==> config.mk <==
export PLATFORM = sky130hd
export DESIGN_NAME = bsdf_framer
export DESIGN_NICKNAME = d
export VERILOG_FILES = /design/src/bsdf_pkg.sv /design/src/bsdf_framer.sv
export VERILOG_INCLUDE_DIRS = /design/src
export SDC_FILE = /design/constraint.sdc
export NUM_CORES = 1
export LEC_CHECK = 0
export ABC_AREA = 1
export BUFFER_PORTS_ARGS = -buffer_cell sky130_fd_sc_hd__clkbuf_2
export CORE_MARGIN = 2
export CORE_UTILIZATION = 45
export DETAILED_ROUTE_END_ITERATION = 12
export PLACE_DENSITY = 0.72
export SYNTH_ARGS = -nofsm -noshare
export SYNTH_HDL_FRONTEND = slang
export SYNTH_SLANG_ARGS = --single-unit
export TNS_END_PERCENT = 30
==> constraint.sdc <==
create_clock -name pclk -period 4 [get_ports pclk]
set_input_delay 0.4 -clock pclk [delete_from_list [all_inputs] [get_ports pclk]]
set_output_delay 0.4 -clock pclk [all_outputs]
set_load 0.01 [all_outputs]
==> src/bsdf_defs.svh <==
`ifndef BSDF_DEFS_SVH
`define BSDF_DEFS_SVH

// =====================================================
// Register byte offsets
`define BSDF_REG_CTRL      12'h000
`define BSDF_REG_RX_DELIM  12'h004
`define BSDF_REG_TX_DELIM  12'h008
`define BSDF_REG_TIMEOUT   12'h00c
`define BSDF_REG_STATUS    12'h010
`define BSDF_REG_RX_DATA   12'h014
`define BSDF_REG_COUNT     12'h018

// =====================================================
// Field positions in CTRL
`define BSDF_CTRL_RX_SLEN  1:0
`define BSDF_CTRL_RX_ELEN  3:2
`define BSDF_CTRL_TX_SLEN  5:4

// =====================================================
// Reset values
`define BSDF_CTRL_RST      6'h00
`define BSDF_DELIM_RST     32'h0000_0000
`define BSDF_TIMEOUT_RST   16'h000a

`endif

==> src/bsdf_pkg.sv <==
package bsdf_pkg;

  // Delimiter length encoding
  typedef enum logic [1:0] {
    BSDF_LEN_NONE = 2'h0,
    BSDF_LEN_ONE  = 2'h1,
    BSDF_LEN_TWO  = 2'h2
  } bsdf_len_t;

  // One byte beat on a stream
  typedef struct packed {
    logic       valid;
    logic [7:0] data;
    logic       last;
  } bsdf_beat_t;

  // Receive states, one-hot
  typedef enum logic [3:0] {
    BSDF_RX_HUNT1 = 4'h1,
    BSDF_RX_HUNT2 = 4'h2,
    BSDF_RX_DATA  = 4'h4,
    BSDF_RX_END2  = 4'h8
  } bsdf_rx_state_t;

  // Transmit states, one-hot
  typedef enum logic [2:0] {
    BSDF_TX_IDLE = 3'h1,
    BSDF_TX_PRE1 = 3'h2,
    BSDF_TX_PRE2 = 3'h4
  } bsdf_tx_state_t;

endpackage

==> src/bsdf_framer.sv <==
`timescale 1ns/1ps
`include "bsdf_defs.svh"
// Operation
// - No start delimiter: first byte after previous end starts the next packet
// - One-byte start: hunt for start byte one, then collect data
// - While hunting, drop every byte not completing the start sequence
// - Two-byte start: collect only after start byte one then start byte two
// - Hold 8-bit first receive start character, used for lengths one and two
// - Hold second receive start character, matched for length two; also kept out of the drop count at length one
// - No end delimiter: close the packet when the inter-packet timeout expires
// - One-byte end: end byte one completes the packet
// - Two-byte end: end byte one followed by end byte two completes it
// - Hold first receive end character, used for lengths one and two
// - Hold second receive end character, used only for length two
// - Transmit prefix one byte emits start byte; none emits no prefix
// - Transmit prefix two bytes emits first then second start byte
// - Hold first transmit start character for prefix lengths one and two
// - Hold second transmit start character for prefix length two only
// - With end delimiter set, abandon waiting after the millisecond timeout
module bsdf_framer (
  // APB slave
  input  wire logic        pclk,
  input  wire logic        presetn,
  input  wire logic        psel,
  input  wire logic        penable,
  input  wire logic        pwrite,
  input  wire logic [11:0] paddr,
  input  wire logic [31:0] pwdata,
  output logic      [31:0] prdata,
  output logic             pready,
  output logic             pslverr,
  // Millisecond tick, same clock
  input  wire logic        ms_tick,
  // Bytes from the remote device
  input  bsdf_pkg::bsdf_beat_t rx_in,
  // Framed packet bytes to the controller
  output bsdf_pkg::bsdf_beat_t rx_out,
  output logic             rx_abort,
  // Packet bytes from the controller
  input  bsdf_pkg::bsdf_beat_t tx_in,
  output logic             tx_in_ready,
  // Bytes toward the remote device
  output bsdf_pkg::bsdf_beat_t tx_out,
  input  wire logic        tx_out_ready
);
  import bsdf_pkg::*;

  // =====================================================
  // Registers
  logic [5:0]  ctrl_q;
  logic [31:0] rx_delim_q;   // [7:0] start1 [15:8] start2 [23:16] end1 [31:24] end2
  logic [15:0] tx_delim_q;   // [7:0] start1 [15:8] start2
  logic [15:0] timeout_q;
  logic [15:0] pkt_cnt_q;
  logic [15:0] drop_cnt_q;
  logic [15:0] abort_cnt_q;

  wire bsdf_len_t rx_slen = bsdf_len_t'(ctrl_q[`BSDF_CTRL_RX_SLEN]);
  wire bsdf_len_t rx_elen = bsdf_len_t'(ctrl_q[`BSDF_CTRL_RX_ELEN]);
  wire bsdf_len_t tx_slen = bsdf_len_t'(ctrl_q[`BSDF_CTRL_TX_SLEN]);
  wire [7:0] rx_start1 = rx_delim_q[7:0];
  wire [7:0] rx_start2 = rx_delim_q[15:8];
  wire [7:0] rx_end1   = rx_delim_q[23:16];
  wire [7:0] rx_end2   = rx_delim_q[31:24];
  wire [7:0] tx_start1 = tx_delim_q[7:0];
  wire [7:0] tx_start2 = tx_delim_q[15:8];

  // =====================================================
  // APB decode; zero wait states, unmapped reads zero with error
  wire apb_acc  = psel & penable;
  wire apb_wr   = apb_acc & pwrite;
  wire hit_ctrl = (paddr == `BSDF_REG_CTRL);
  wire hit_rxd  = (paddr == `BSDF_REG_RX_DELIM);
  wire hit_txd  = (paddr == `BSDF_REG_TX_DELIM);
  wire hit_tmo  = (paddr == `BSDF_REG_TIMEOUT);
  wire hit_sts  = (paddr == `BSDF_REG_STATUS);
  wire hit_cnt  = (paddr == `BSDF_REG_RX_DATA) | (paddr == `BSDF_REG_COUNT);
  wire hit_any  = hit_ctrl | hit_rxd | hit_txd | hit_tmo | hit_sts | hit_cnt;

  assign pready  = 1'b1;
  assign pslverr = apb_acc & ~hit_any;

  // Configuration writes
  always_ff @(posedge pclk or negedge presetn) begin
    if (!presetn) begin
      ctrl_q     <= `BSDF_CTRL_RST;
      rx_delim_q <= `BSDF_DELIM_RST;
      tx_delim_q <= 16'h0000;
      timeout_q  <= `BSDF_TIMEOUT_RST;
    end else if (apb_wr) begin
      if (hit_ctrl) ctrl_q <= pwdata[5:0];
      if (hit_rxd) rx_delim_q <= pwdata;
      if (hit_txd) tx_delim_q <= pwdata[15:0];
      if (hit_tmo) timeout_q <= pwdata[15:0];
    end
  end

  // =====================================================
  // Receive framer
  bsdf_rx_state_t rx_state_q, rx_state_d;
  logic [15:0]    ms_cnt_q;
  logic           held_v_q;   // End1 seen, waiting to learn whether end2 follows
  bsdf_beat_t     rx_out_q;
  logic           abort_q;

  wire in_pkt    = (rx_state_q == BSDF_RX_DATA) | (rx_state_q == BSDF_RX_END2);
  wire b_vld     = rx_in.valid;
  wire [7:0] b   = rx_in.data;
  wire is_s1     = b_vld & (b == rx_start1);
  wire is_s2     = b_vld & (b == rx_start2);
  wire is_e1     = b_vld & (b == rx_end1);
  wire is_e2     = b_vld & (b == rx_end2);
  // Timer restarts on each byte, advanced only by the ms tick
  wire tmo_hit   = in_pkt & ~b_vld & ms_tick & (timeout_q != 16'h0000)
                 & (ms_cnt_q + 16'h0001 >= timeout_q);
  wire tmo_close = tmo_hit & (rx_elen == BSDF_LEN_NONE);
  wire tmo_abort = tmo_hit & (rx_elen != BSDF_LEN_NONE);
  wire hunt_home = (rx_slen == BSDF_LEN_NONE);
  // A new framing setup restarts the hunt, so stale state never frames new data
  wire ctrl_wr   = apb_wr & hit_ctrl;

  // State after a packet closes
  function automatic bsdf_rx_state_t rx_restart(input bsdf_len_t slen);
    rx_restart = (slen == BSDF_LEN_NONE) ? BSDF_RX_DATA : BSDF_RX_HUNT1;
  endfunction

  // Next state
  always_comb begin
    rx_state_d = rx_state_q;
    case (rx_state_q)
      BSDF_RX_HUNT1: begin
        if (hunt_home) rx_state_d = BSDF_RX_DATA;
        else if (is_s1)
          rx_state_d = (rx_slen == BSDF_LEN_TWO) ? BSDF_RX_HUNT2 : BSDF_RX_DATA;
      end
      BSDF_RX_HUNT2: begin
        if (is_s2) rx_state_d = BSDF_RX_DATA;
        else if (b_vld & ~is_s1) rx_state_d = BSDF_RX_HUNT1;
      end
      BSDF_RX_DATA: begin
        if (tmo_hit) rx_state_d = rx_restart(rx_slen);
        else if (is_e1 & (rx_elen == BSDF_LEN_ONE)) rx_state_d = rx_restart(rx_slen);
        else if (is_e1 & (rx_elen == BSDF_LEN_TWO)) rx_state_d = BSDF_RX_END2;
      end
      BSDF_RX_END2: begin
        if (tmo_hit) rx_state_d = rx_restart(rx_slen);
        else if (is_e2) rx_state_d = rx_restart(rx_slen);
        else if (b_vld & ~is_e1) rx_state_d = BSDF_RX_DATA;
      end
      default: rx_state_d = BSDF_RX_HUNT1;
    endcase
    if (ctrl_wr) rx_state_d = BSDF_RX_HUNT1;
  end

  // Delivered byte; end1 goes out at once, so no byte is ever held back
  wire end_now    = ((rx_state_q == BSDF_RX_DATA) & is_e1 & (rx_elen == BSDF_LEN_ONE))
                  | ((rx_state_q == BSDF_RX_END2) & is_e2);
  wire data_byte  = in_pkt & b_vld & ~tmo_hit & ~end_now;

  // Output stage; start bytes are consumed, end bytes stay, terminator marks last
  always_ff @(posedge pclk or negedge presetn) begin
    if (!presetn) begin
      rx_state_q <= BSDF_RX_HUNT1;
      ms_cnt_q   <= 16'h0000;
      held_v_q   <= 1'b0;
      rx_out_q   <= '0;
      abort_q    <= 1'b0;
    end else begin
      rx_state_q <= rx_state_d;
      abort_q    <= tmo_abort;
      // Restart after an expiry too, else every later tick would fire again
      if (b_vld | ~in_pkt | tmo_hit) ms_cnt_q <= 16'h0000;
      else if (ms_tick) ms_cnt_q <= ms_cnt_q + 16'h0001;
      rx_out_q.valid <= data_byte | end_now | tmo_close;
      rx_out_q.last  <= end_now | tmo_close;
      if (b_vld) rx_out_q.data <= b;
      else if (tmo_close) rx_out_q.data <= 8'h00;
      held_v_q <= (rx_state_d == BSDF_RX_END2);
    end
  end

  // =====================================================
  // Counters for status
  always_ff @(posedge pclk or negedge presetn) begin
    if (!presetn) begin
      pkt_cnt_q   <= 16'h0000;
      drop_cnt_q  <= 16'h0000;
      abort_cnt_q <= 16'h0000;
    end else begin
      if (end_now | tmo_close) pkt_cnt_q <= pkt_cnt_q + 16'h0001;
      if (b_vld & ~in_pkt & ~hunt_home & ~is_s1 & ~is_s2)
        drop_cnt_q <= drop_cnt_q + 16'h0001;
      if (tmo_abort) abort_cnt_q <= abort_cnt_q + 16'h0001;
    end
  end

  // =====================================================
  // Transmit prefix insertion
  bsdf_tx_state_t tx_state_q, tx_state_d;
  logic tx_busy_q;  // Inside a packet; cleared after the last byte
  wire sop_pending = tx_in.valid & ~tx_busy_q;

  always_comb begin
    tx_state_d = tx_state_q;
    case (tx_state_q)
      BSDF_TX_IDLE:
        if (sop_pending & (tx_slen != BSDF_LEN_NONE)) tx_state_d = BSDF_TX_PRE1;
      BSDF_TX_PRE1:
        if (tx_out_ready)
          tx_state_d = (tx_slen == BSDF_LEN_TWO) ? BSDF_TX_PRE2 : BSDF_TX_IDLE;
      BSDF_TX_PRE2:
        if (tx_out_ready) tx_state_d = BSDF_TX_IDLE;
      default: tx_state_d = BSDF_TX_IDLE;
    endcase
  end

  // Data passes only once the prefix is out; back-pressure goes straight through
  wire pfx_needed = sop_pending & (tx_slen != BSDF_LEN_NONE);
  wire pass_data  = (tx_state_q == BSDF_TX_IDLE) & ~pfx_needed;
  wire [7:0] pfx  = (tx_state_q == BSDF_TX_PRE2) ? tx_start2 : tx_start1;

  assign tx_in_ready   = pass_data & tx_out_ready;
  assign tx_out.valid  = (tx_state_q != BSDF_TX_IDLE) | (pass_data & tx_in.valid);
  assign tx_out.data   = (tx_state_q != BSDF_TX_IDLE) ? pfx : tx_in.data;
  assign tx_out.last   = (tx_state_q == BSDF_TX_IDLE) & tx_in.last;

  always_ff @(posedge pclk or negedge presetn) begin
    if (!presetn) begin
      tx_state_q <= BSDF_TX_IDLE;
      tx_busy_q  <= 1'b0;
    end else begin
      tx_state_q <= tx_state_d;
      if (tx_state_q == BSDF_TX_PRE1 || tx_state_q == BSDF_TX_PRE2)
        tx_busy_q <= 1'b1;
      else if (tx_in.valid & tx_in_ready)
        tx_busy_q <= ~tx_in.last;
    end
  end

  // =====================================================
  // Read mux
  wire [31:0] sts_word = {12'h000, held_v_q, abort_q, tx_busy_q, in_pkt,
                          abort_cnt_q};
  assign prdata = !apb_acc ? 32'h0000_0000 :
                  hit_ctrl ? {26'h0, ctrl_q} :
                  hit_rxd  ? rx_delim_q :
                  hit_txd  ? {16'h0000, tx_delim_q} :
                  hit_tmo  ? {16'h0000, timeout_q} :
                  hit_sts  ? sts_word :
                  hit_cnt  ? {drop_cnt_q, pkt_cnt_q} : 32'h0000_0000;

  assign rx_out   = rx_out_q;
  assign rx_abort = abort_q;
endmodule

==> results.sh <==
export IMPL_status="completed"
export IMPL_place_congestion=0.926
export IMPL_ys_warn_count=0
export IMPL_final_min_clock_period_ns=3.49
export IMPL_dp_cells=1673
export IMPL_setup_tns_final_ns=0
export IMPL_cts_resized=0
export IMPL_rows=52
export IMPL_port_buffers=124
export IMPL_wl_per_cell_um=16.3
export IMPL_finalClockSkew_ns=0.0106
export IMPL_rsz0062_at_grt="no"
export IMPL_synth_edff_count=0
export IMPL_crit_type="reg2reg"
export IMPL_hp_class="in2async"
export IMPL_met3_usage_pct=4.66
export IMPL_endpoint_kind="flip-flop"
export IMPL_layout_common_cells="nand2_1, inv_1, dfrtp_1"
export IMPL_ir_drop_v=0.000248
export IMPL_worst_pin_slew_ns=0.899
export IMPL_clk_latency_ns=0.43
export IMPL_power_uw=3600
export IMPL_path_common_cell="nand2_1"
export IMPL_path_cells="ha_1 > nand2_1 > nor2_1 > nand3_1 > nor2_1 > nand4_1 > nor3_1 > xor2_1 > ha_1 > nand4_1 > nor2_1 > nand2_1 > nand2_1 > nand2_2 > inv_2 > nand2_2 > nand2_1 > buf_4 > nand2_1 > nand2_1 > nand2_1"
export IMPL_core_area_um2=20400
export IMPL_instances_no_fill=1705
export IMPL_drt_iter0_drc=796
export IMPL_syn_area_um2=9410
export IMPL_io_pins=127
export IMPL_antenna_found_initial=0
export IMPL_root_buffer="clkbuf_16"
export IMPL_synthDistinctLibCells=40
export IMPL_htreeDepth=4
export IMPL_drc=0
export IMPL_grt_busiest_layer="met2"
export IMPL_drv_slew=0
export IMPL_cts_setup_buffers=0
export IMPL_period_share_pct=87.4
export IMPL_n_antenna_cell=0
export IMPL_start_kind="flip-flop"
export IMPL_area_delta_synth_final_pct=15.4
export IMPL_ant_nets=0
export IMPL_synth_nets=1397
export IMPL_synth_seq_area_share_pct=41.0
export IMPL_synth_seq_cells=154
export IMPL_synthCells=1306
export IMPL_synth_area_top_cells="dfrtp_1, nand2_1, o21ai_0"
export IMPL_powerDensity_nw_per_um2=331
export IMPL_grt_pass1_vias=8394
export IMPL_final_common_cell="nand2_1"
export IMPL_viasPerCell=5.34
export IMPL_drtPass1Iterations=6
export IMPL_crit_path_max_fanout=29
export IMPL_vias=9106
export IMPL_die_h_um=149
export IMPL_cts_clk_slew_worst_paths_ns=0.06
export IMPL_p_leak_uw=0.00538
export IMPL_worst_r2r_cell_count=21
export IMPL_initial_core_util_pct=46.2
export IMPL_grt_use_met2_pct=40.0
export IMPL_grt_ovfl_total=0
export IMPL_cts_buffers=17
export IMPL_tritoncts="built"
export IMPL_whs_ns=0.0248
export IMPL_ctsHoldBuffers=0
export IMPL_grt_use_total_pct=25.6
export IMPL_clk_path_buf_depth=2
export IMPL_dp_hpwl_um=21000
export IMPL_grt_met1_usage_pct=35.7
export IMPL_layout_drive_gt1_share_pct=13.7
export IMPL_cts_sinks=154
export IMPL_yosys_area_top_type_share_pct=39.9
export IMPL_grt_max_degree=92
export IMPL_synth_top_area_cell="dfrtp_1"
export IMPL_maxCapViolCount=0
export IMPL_nets=1513
export IMPL_fp_dieArea_um2=22100
export IMPL_slew_headroom_pct=40.1
export IMPL_drt_wl_total_um=27800
export IMPL_synthFlopType="dfrtp_1"
export IMPL_final_hold_viol_count=0
export IMPL_slowest_delay_ns=0.39
export IMPL_avgSynthCellArea_um2=7.21
export IMPL_grt_pass1_wl_um=44100
export IMPL_setup_viol=0
export IMPL_cp_arrival_ns=3.81
export IMPL_max_freq_ghz=0.286
export IMPL_crit_slowest_cell="dfrtp_1"
export IMPL_cp_required_ns=4.31
export IMPL_synthArstFlopShare_pct=100
export IMPL_die_w_um=149
power by group:
part           switching [uW]  internal, uW
registers                30.5          1600
clock network             673           915
logic                     254           126
cells in the mapped netlist (6+ instances only):
cell type    n
or2_2        6
nand4_1     18
xnor2_1     17
a31oi_1     14
buf_2        8
nand3_1     67
o211ai_1    10
clkbuf_1    27
inv_1      176
nand2_1    353
a32oi_1     12
nor4_1      11
ha_1        20
o21ai_0    144
a21oi_1     39
dfrtp_1    150
nor2_1     109
nor3_1      31
xor2_1      40
routing by layer:
metal | part of all wire (%) | vias to the layer above
li1 | - | 4470
met5 | 0 | -
met1 | 44 | 4187
met4 | 3.5 | 0
met3 | 7.2 | 77
met2 | 46 | 372
area by class of cell:
cell class | count | area, um2
clock inverters | 12 | 125
multi-input cells | 929 | 4680
inverters | 181 | 679
repair buffers | 139 | 739
clock buffers | 20 | 437
fillers | 1956 | 9500
well taps | 270 | 338
flip-flops and latches | 154 | 3860
worst max-delay path, delay by kind of cell, from the launching register on:
family	cells	cell delay, ns
xor gates and xnor gates	1	0.12
adders and majority gates	2	0.52
buffers and inverters	2	0.39
DFF	1	0.39
and+or+nand+nor	16	1.95
registers in the layout, summed over array words and instances (netlist names), 10 cells and up:
register,cells
abort_cnt_q,16
drop_cnt_q,16
rx_out,10
ms_cnt_q,16
timeout_q,16
tx_delim_q,16
rx_delim_q,32
pkt_cnt_q,16
final timing paths:
kind                            slack (ns)             to     startpoint
worst min register to register        0.49  rx_delim_q[8]  rx_delim_q[8]
worst min-delay path                  0.02   pkt_cnt_q[8]        presetn
min in group pclk                     0.19  tx_state_q[2]   tx_out_ready
max in group asynchronous             2.97   timeout_q[1]        presetn
worst max register to register        0.51   pkt_cnt_q[2]    ms_cnt_q[0]
worst max-delay path                  0.51   pkt_cnt_q[2]    ms_cnt_q[0]
per-stage QoR:
stage / cell area, um2 / setup WS (ns) / util, %
global placement: 10300 / 0.685 / 50.6
floorplan: 9410 / 1.18 / -
CTS: 10900 / 0.537 / 53.3
detailed placement: 10300 / 0.610 / 50.6
finish: 10900 / 0.506 / 53.3
global route: 10900 / 0.0481 / 53.3
cell families after synthesis:
kind of cell    share of synthesized area (%)
xor+xnor                                 5.30
other cells                            0.0398
fa+ha+maj                                2.66
flops                                    41.0
simple gates                             27.2
mux                                     0.478
buf+inv                                  9.28
compound gates                           14.0
Note: power is estimated with default switching activity, not from simulation.
